--- config.mk ---
export PLATFORM = sky130hd
export DESIGN_NAME = sfm_flag_mask
export DESIGN_NICKNAME = d
export VERILOG_FILES = /design/src/sfm_flag_mask.v
export VERILOG_INCLUDE_DIRS = /design/src
export SDC_FILE = /design/constraint.sdc
export NUM_CORES = 1
export LEC_CHECK = 0
export BUFFER_PORTS_ARGS = -buffer_cell sky130_fd_sc_hd__buf_4
export CAP_MARGIN = 20
export CORE_MARGIN = 4
export CORE_UTILIZATION = 47
export DETAILED_ROUTE_END_ITERATION = 10
export GPL_TIMING_DRIVEN = 0
export PLACE_DENSITY = 0.78
export SETUP_SLACK_MARGIN = 0.2
export SLEW_MARGIN = 20
export SYNTH_ARGS = -nofsm -noshare
export SYNTH_HDL_FRONTEND = slang
export SYNTH_SLANG_ARGS = --single-unit
--- constraint.sdc ---
create_clock -name hclk -period 2.3 [get_ports hclk]
set_input_delay 0.46 -clock hclk [delete_from_list [all_inputs] [get_ports hclk]]
set_output_delay 0.46 -clock hclk [all_outputs]
set_load 0.05 [all_outputs]
--- src/sfm_defines.vh ---
`ifndef SFM_DEFINES_VH
`define SFM_DEFINES_VH
// Register indices; byte address is four times the index
`define SFM_IDX_CONFIG 8'h3f
`define SFM_IDX_STATUS 8'h40
`define SFM_IDX_EVENT 8'h41
`define SFM_IDX_MASK 8'h42
`define SFM_IDX_CONTROL 8'h43
`define SFM_ADDR_CONFIG 12'h0fc
`define SFM_ADDR_STATUS 12'h100
`define SFM_ADDR_EVENT 12'h104
`define SFM_ADDR_MASK 12'h108
`define SFM_ADDR_CONTROL 12'h10c
// Configuration field positions
`define SFM_CFG_ULD_ALL 1
`define SFM_CFG_TW 3
`define SFM_CFG_ULD_LOW1 4
`define SFM_CFG_ULD_HIGH1 5
`define SFM_CFG_PWM_DIS 7
`define SFM_CFG_WMASK 16'h00ba
`define SFM_CFG_RESET 16'h0000
// Control field positions
`define SFM_CTL_LATCH_SEL 0
`define SFM_CTL_OC_REC 1
`define SFM_CTL_WMASK 32'h00000003
`define SFM_CTL_RESET 32'h00000000
`define SFM_MASK_RESET 4'h0
// Status field positions
`define SFM_ST_ABOVE 0
`define SFM_ST_BELOW 1
`define SFM_ST_OV 2
`define SFM_ST_ULD 3
`define SFM_ST_TW 4
`define SFM_ST_ERR 5
// Event bits
`define SFM_EV_OV 0
`define SFM_EV_ULD 1
`define SFM_EV_TW 2
`define SFM_EV_MIRROR 3
`define SFM_EV_W 4
// Timing
`define SFM_CLK_MHZ 50
`define SFM_SETTLE_US 32
`define SFM_SETTLE_CYC (`SFM_SETTLE_US * `SFM_CLK_MHZ)
`define SFM_CNT_W 11
`endif

--- src/sfm_flag_mask.v ---
`timescale 1ns/1ps
`include "sfm_defines.vh"
module sfm_flag_mask (
  input wire hclk, // System clock
  input wire hresetn, // Async reset, active low
  input wire hsel, // AHB slave select
  input wire [31:0] haddr, // AHB address
  input wire [1:0] htrans, // AHB transfer type
  input wire hwrite, // AHB write
  input wire [2:0] hsize, // AHB size
  input wire [31:0] hwdata, // AHB write data
  input wire hready, // AHB bus ready
  output reg [31:0] hrdata, // AHB read data
  output wire hreadyout, // AHB slave ready
  output wire hresp, // AHB response
  input wire supply_ov_pin, // Supply overvoltage comparator
  input wire mirror_fb_low_pin, // Feedback below target comparator
  input wire mirror_fb_high_pin, // Feedback above target comparator
  input wire [11:0] underload_pin, // Per-output underload, bit0 high1, bit1 low1
  input wire thermal_warn_pin, // Thermal warning comparator
  input wire other_error, // Other global error sources
  output reg outputs_enable, // Output stages allowed on
  output reg mirror_below_target, // Filtered below-target
  output reg mirror_above_target, // Filtered above-target
  output reg global_underload, // Global underload flag
  output reg thermal_warning_flag, // Global thermal warning
  output reg global_error, // Global error flag
  output reg mirror_pwm_discharge, // Mirror low-side discharge active
  output reg mirror_oc_recovery_eff, // Effective overcurrent recovery
  output wire irq // Interrupt, active high level
);

  // Two-flop synchronisers for analog inputs
  reg [15:0] sync1_reg;
  reg [15:0] sync2_reg;
  always @(posedge hclk or negedge hresetn) begin
    if (!hresetn) begin
      sync1_reg <= 16'h0000;
      sync2_reg <= 16'h0000;
    end else begin
      sync1_reg <= {thermal_warn_pin, mirror_fb_high_pin, mirror_fb_low_pin,
                    supply_ov_pin, underload_pin};
      sync2_reg <= sync1_reg;
    end
  end
  wire [11:0] uld_s = sync2_reg[11:0];
  wire ov_s = sync2_reg[12];
  wire fb_lo_s = sync2_reg[13];
  wire fb_hi_s = sync2_reg[14];
  wire tw_s = sync2_reg[15];

  // Address match on the low twelve bits of a byte address
  function sfm_hit;
    input [11:0] addr;
    input [11:0] target;
    begin
      sfm_hit = (addr == target);
    end
  endfunction

  // Masked underload reduction shared by flag, error and event paths;
  // the global mask wins over the per-output masks
  function sfm_uld_any;
    input [11:0] uld;
    input [15:0] cfg;
    reg [11:0] keep;
    begin
      keep = uld & {10'h3ff, ~cfg[`SFM_CFG_ULD_LOW1],
                    ~cfg[`SFM_CFG_ULD_HIGH1]};
      sfm_uld_any = (|keep) & ~cfg[`SFM_CFG_ULD_ALL];
    end
  endfunction

  // AHB address phase capture
  reg wr_pend_reg;
  reg rd_pend_reg;
  reg [11:0] addr_reg;
  wire xfer = hsel & htrans[1] & hready;
  always @(posedge hclk or negedge hresetn) begin
    if (!hresetn) begin
      wr_pend_reg <= 1'b0;
      rd_pend_reg <= 1'b0;
      addr_reg <= 12'h000;
    end else begin
      wr_pend_reg <= xfer & hwrite;
      rd_pend_reg <= xfer & ~hwrite;
      if (xfer)
        addr_reg <= haddr[11:0];
    end
  end
  assign hreadyout = 1'b1;
  assign hresp = 1'b0;

  // Write strobes in the data phase, when hwdata stands
  wire wr_cfg = wr_pend_reg & sfm_hit(addr_reg, `SFM_ADDR_CONFIG);
  wire wr_evt = wr_pend_reg & sfm_hit(addr_reg, `SFM_ADDR_EVENT);
  wire wr_msk = wr_pend_reg & sfm_hit(addr_reg, `SFM_ADDR_MASK);
  wire wr_ctl = wr_pend_reg & sfm_hit(addr_reg, `SFM_ADDR_CONTROL);

  // Configuration register, unused bits forced to zero
  reg [15:0] cfg_reg;
  always @(posedge hclk or negedge hresetn) begin
    if (!hresetn)
      cfg_reg <= `SFM_CFG_RESET;
    else if (wr_cfg)
      cfg_reg <= hwdata[15:0] & `SFM_CFG_WMASK;
  end

  // Control register: latch select and mirror recovery request
  reg [31:0] ctl_reg;
  always @(posedge hclk or negedge hresetn) begin
    if (!hresetn)
      ctl_reg <= `SFM_CTL_RESET;
    else if (wr_ctl)
      ctl_reg <= hwdata & `SFM_CTL_WMASK;
  end

  // Interrupt mask, same layout as the event register
  reg [`SFM_EV_W-1:0] mask_reg;
  always @(posedge hclk or negedge hresetn) begin
    if (!hresetn)
      mask_reg <= `SFM_MASK_RESET;
    else if (wr_msk)
      mask_reg <= hwdata[`SFM_EV_W-1:0];
  end
  wire latch_sel = ctl_reg[`SFM_CTL_LATCH_SEL];
  wire oc_rec = ctl_reg[`SFM_CTL_OC_REC];

  // Overvoltage flag: set wins over host clear
  reg ov_flag_reg;
  wire ov_clr = wr_evt & hwdata[`SFM_EV_OV];
  always @(posedge hclk or negedge hresetn) begin
    if (!hresetn) begin
      ov_flag_reg <= 1'b0;
    end else if (ov_s) begin
      ov_flag_reg <= 1'b1;
    end else if (!latch_sel) begin
      ov_flag_reg <= 1'b0;
    end else if (ov_clr) begin
      ov_flag_reg <= 1'b0;
    end
  end

  // Outputs off immediately on overvoltage, held while flag set
  always @(posedge hclk or negedge hresetn) begin
    if (!hresetn)
      outputs_enable <= 1'b0;
    else
      outputs_enable <= ~ov_s & ~ov_flag_reg;
  end

  // Mirror comparison persistence filter
  reg [1:0] cand_reg;
  reg [`SFM_CNT_W-1:0] cnt_reg;
  wire [1:0] cmp_now = fb_lo_s & fb_hi_s ? 2'b00 : {fb_lo_s, fb_hi_s};
  // Count saturates at the end of the window, so the indication
  // can never move faster than once per persistence window
  wire settled = (cmp_now == cand_reg) &&
                 (cnt_reg == `SFM_SETTLE_CYC - 1);

  // Candidate comparison and its persistence count
  always @(posedge hclk or negedge hresetn) begin
    if (!hresetn) begin
      cand_reg <= 2'b00;
      cnt_reg <= {`SFM_CNT_W{1'b0}};
    end else if (cmp_now != cand_reg) begin
      cand_reg <= cmp_now;
      cnt_reg <= {`SFM_CNT_W{1'b0}};
    end else if (!settled) begin
      cnt_reg <= cnt_reg + 1'b1;
    end
  end

  // Indication moves only once the candidate has persisted
  always @(posedge hclk or negedge hresetn) begin
    if (!hresetn) begin
      mirror_below_target <= 1'b0;
      mirror_above_target <= 1'b0;
    end else if (settled) begin
      mirror_below_target <= cand_reg[1];
      mirror_above_target <= cand_reg[0];
    end
  end

  // Global underload after the per-output and global masks
  wire uld_global = sfm_uld_any(uld_s, cfg_reg);
  // Thermal warning after its mask
  wire tw_global = tw_s & ~cfg_reg[`SFM_CFG_TW];

  // Global underload flag
  always @(posedge hclk or negedge hresetn) begin
    if (!hresetn)
      global_underload <= 1'b0;
    else
      global_underload <= uld_global;
  end

  // Global thermal warning flag
  always @(posedge hclk or negedge hresetn) begin
    if (!hresetn)
      thermal_warning_flag <= 1'b0;
    else
      thermal_warning_flag <= tw_global;
  end

  // Global error; mirror status bits deliberately left out
  always @(posedge hclk or negedge hresetn) begin
    if (!hresetn)
      global_error <= 1'b0;
    else
      global_error <= ov_flag_reg | other_error | uld_global;
  end

  // Mirror discharge follows its enable bit
  always @(posedge hclk or negedge hresetn) begin
    if (!hresetn)
      mirror_pwm_discharge <= 1'b0;
    else
      mirror_pwm_discharge <= cfg_reg[`SFM_CFG_PWM_DIS];
  end

  // Discharge overrides whatever recovery the host asked for
  always @(posedge hclk or negedge hresetn) begin
    if (!hresetn)
      mirror_oc_recovery_eff <= 1'b0;
    else
      mirror_oc_recovery_eff <= oc_rec &
                                ~cfg_reg[`SFM_CFG_PWM_DIS];
  end

  // Sticky event bits, set wins over write-one clear
  reg [`SFM_EV_W-1:0] evt_reg;
  reg [1:0] mir_prev_reg;
  wire [`SFM_EV_W-1:0] evt_set = {
    {mir_prev_reg != {mirror_below_target, mirror_above_target}},
    tw_global,
    uld_global,
    ov_s};
  wire [`SFM_EV_W-1:0] evt_clr = wr_evt ? hwdata[`SFM_EV_W-1:0] : 4'h0;
  always @(posedge hclk or negedge hresetn) begin
    if (!hresetn) begin
      evt_reg <= 4'h0;
      mir_prev_reg <= 2'b00;
    end else begin
      evt_reg <= (evt_reg & ~evt_clr) | evt_set;
      mir_prev_reg <= {mirror_below_target, mirror_above_target};
    end
  end
  assign irq = |(evt_reg & mask_reg);

  // Read mux, unmapped reads zero
  wire [31:0] status_word = {26'h0000000, global_error, thermal_warning_flag,
                             global_underload, ov_flag_reg,
                             mirror_below_target, mirror_above_target};
  // Read selection on the address phase, unmapped addresses read zero
  reg [31:0] rd_mux;
  always @* begin
    if (sfm_hit(haddr[11:0], `SFM_ADDR_CONFIG))
      rd_mux = {16'h0000, cfg_reg};
    else if (sfm_hit(haddr[11:0], `SFM_ADDR_STATUS))
      rd_mux = status_word;
    else if (sfm_hit(haddr[11:0], `SFM_ADDR_EVENT))
      rd_mux = {28'h0000000, evt_reg};
    else if (sfm_hit(haddr[11:0], `SFM_ADDR_MASK))
      rd_mux = {28'h0000000, mask_reg};
    else if (sfm_hit(haddr[11:0], `SFM_ADDR_CONTROL))
      rd_mux = ctl_reg;
    else
      rd_mux = 32'h00000000;
  end

  // Read data registered at the address phase edge; it stands through
  // the data phase and until the next read
  always @(posedge hclk or negedge hresetn) begin
    if (!hresetn)
      hrdata <= 32'h00000000;
    else if (xfer & ~hwrite)
      hrdata <= rd_mux;
  end

endmodule // sfm_flag_mask

==> impl_metrics.env <==
export IMPL_final_cell_count_no_fill=488
export IMPL_fin_ws_ps=328.4
export IMPL_dieArea_um2=9448
export IMPL_leakage_nw=2.153
export IMPL_cts_made_buffers=9
export IMPL_io_buffers=55
export IMPL_diodes=0
export IMPL_path_clk_slew_ps=80
export IMPL_ys_async_sr_fraction_pct=100.0
export IMPL_place_gp_congestion=0.8125
export IMPL_period_share_pct=85.72
export IMPL_holdBufCountCts=0
export IMPL_cts_resized=0
export IMPL_clock_sinks=91
export IMPL_worstHoldPathType="input pin to asynchronous set/reset pin"
export IMPL_setup_violations=0
export IMPL_period_minus_slack_ps=1972
export IMPL_synth_cell_area_um2=3740
export IMPL_track_usage_pct=15.23
export IMPL_dp_cells=473
export IMPL_tritoncts="built"
export IMPL_drcViolationCount=0
export IMPL_grt_pass1_vias=2475
export IMPL_ys_types=50
export IMPL_core_area_um2=7727
export IMPL_ant_nets=0
export IMPL_synth_top_flop_cell="dfrtp_1"
export IMPL_first_pass_iters=6
export IMPL_met3_usage_pct=5.599
export IMPL_synth_top_area_cell="dfrtp_1"
export IMPL_ir_worst_vdd_v=0.0004363
export IMPL_synth_cells=291
export IMPL_initial_core_util_pct=48.40
export IMPL_fin_nets=474
export IMPL_num_fill_cells=626
export IMPL_dpl_hpwl_um=5139
export IMPL_layout_commonest_cell="dfrtp_1"
export IMPL_grt_max_degree=92
export IMPL_grt_setup_unrepaired="no"
export IMPL_worst_slew_pin_slew_ps=785.2
export IMPL_grt_remaining_overflow=0
export IMPL_hold_viol_final=0
export IMPL_cp_required_ps=2530
export IMPL_max_slew_margin_rel_pct=47.65
export IMPL_power_density_nw_per_um2=697.6
export IMPL_arrival_ps=2210
export IMPL_seq_area_frac_synth_pct=60.89
export IMPL_grt_busiest_layer="met2"
export IMPL_ys_ff_latch=91
export IMPL_tns_ps=0
export IMPL_worstSetupEndpointType="flip-flop"
export IMPL_grtUsageMet2_pct=26.11
export IMPL_viasPerCell=4.932
export IMPL_drt_total_wl_um=6850
export IMPL_skew_ps=5.943
export IMPL_post_drt_wl_per_cell_um=14.04
export IMPL_yosysWarningCount=0
export IMPL_io_pins=134
export IMPL_postCtsSetupBuffers=0
export IMPL_worstPathMaxFanout=5
export IMPL_syn_to_final_growth_pct=22.45
export IMPL_synthTopCellsByArea="dfrtp_1, mux2_2, buf_4"
export IMPL_clock_root_buffer="clkbuf_8"
export IMPL_drt_iter0_drc=99
export IMPL_whs_ps=152.3
export IMPL_outcome="completed"
export IMPL_rows=32
export IMPL_dpl_worst_slack_ps=150.4
export IMPL_layout_common_cells="dfrtp_1, buf_4, conb_1"
export IMPL_antenna_found_initial=0
export IMPL_power_total_mw=3.195
export IMPL_clock_latency_ps=350
export IMPL_ctsHtreeMaxLevel=3
export IMPL_synth_edf_count=0
export IMPL_synth_top_area_share_pct=60.89
export IMPL_fp_dieH_um=97.20
export IMPL_max_cap_viol_count=0
export IMPL_multiInputGateArea_um2=1294
export IMPL_clock_fmax_ghz=0.5072
export IMPL_avgSynthCellArea_um2=12.85
export IMPL_crit_type="flip-flop to flip-flop"
export IMPL_cts_buffer_depth=2
export IMPL_grt_pass1_wl_um=11590
export IMPL_critPathLaunchType="flip-flop"
export IMPL_use_met1_pct=17.61
export IMPL_die_w_um=97.20
export IMPL_drv_slew=0
export IMPL_vias=2407
export IMPL_final_layout_size_suffix_gt1_share_pct=34.20
export IMPL_regArea_um2=2277
Yosys cell counts, types with 2 or more instances:
cell        n
mux2_2     19
nor4_1      4
a31oi_1     6
or3_1       3
nand2b_1    3
a2bb2oi_1   4
nand3_1    12
xor2_1      3
nor3_1      4
inv_1       9
mux2_4      5
conb_1      2
nand2_1    20
nor2_1     16
a22oi_1     2
nor2b_1     7
mux4_2      2
o21ai_0     6
mux2i_1     3
a21oi_1     4
clkbuf_1    4
o41ai_1     3
nor4bb_1    2
buf_4      27
dfrtp_1    91
xnor2_1     5
and3_1      2
final timing paths:
| path | slack, ps | cells past startpoint | endpoint | startpoint |
|---|---|---|---|---|
| worst min register to register | 350 | 0 | sync2_reg[6]$_DFF_PN0_ | sync1_reg[6]$_DFF_PN0_ |
| worst max-delay path | 330 | 5 | cfg_reg[1]$_DFFE_PN0P_ | addr_reg[1]$_DFFE_PN0P_ |
| worst min-delay path | 150 | 1 | sync1_reg[13]$_DFF_PN0_ | hresetn |
| min in group hclk | 210 | 1 | sync1_reg[4]$_DFF_PN0_ | underload_pin[4] |
| max in group asynchronous | 1600 | 1 | addr_reg[4]$_DFFE_PN0P_ | hresetn |
| worst max register to register | 330 | 5 | cfg_reg[1]$_DFFE_PN0P_ | addr_reg[1]$_DFFE_PN0P_ |
per-stage QoR:
stage | util (%) | instance area [um^2]
2_1_floorplan | - | 3834
3_3_place_gp | 56.61 | 4374
3_5_place_dp | 56.61 | 4374
4_1_cts | 59.21 | 4576
5_1_grt | 59.26 | 4579
6_report | 59.26 | 4579
worst max-delay path: stages (launching register included):
cell	delay [ps]
dfrtp_1	410
nor4_4	340
nand3_2	130
or4b_4	530
buf_6	150
mux2_4	290
area by class of cell:
class,instances,area share [%]
buffer,32,5.000
clock buffer,11,3.306
sequential,91,49.73
clock inverter,4,1.093
inverter,9,0.7377
timing repair buffer,55,9.098
tap,102,2.787
multi-input combinational,184,28.25
cells by family (layout without fill, tap and decap cells):
kind of cell / Yosys count / in the layout / synth area share [%]
adders and majority gates: 1 / 1 / 0.3345
muxes: 29 / 29 / 9.736
xor gates and xnor gates: 8 / 8 / 1.874
other: 2 / 27 / 0.2008
AOI/OAI and AO/OA: 32 / 32 / 6.123
buffers and inverters: 41 / 111 / 7.025
and+or+nand+nor: 87 / 87 / 13.82
DFF: 91 / 91 / 60.89
where the power goes:
part	leakage [nW]	switching [mW]	internal [mW]	total (mW)
sequential	1.11	0.0659	1.69	1.75
clock	0.0974	0.510	0.553	1.06
combinational	0.942	0.223	0.155	0.378
total	2.15	0.799	2.40	3.19
routing by layer:
metal	vias to the layer above	routed length [um]
met4	0	102
met5	-	0
met1	1171	2755
met3	9	495
li1	1152	-
met2	75	3496
No activity file was read; power rests on OpenSTA's default activity.
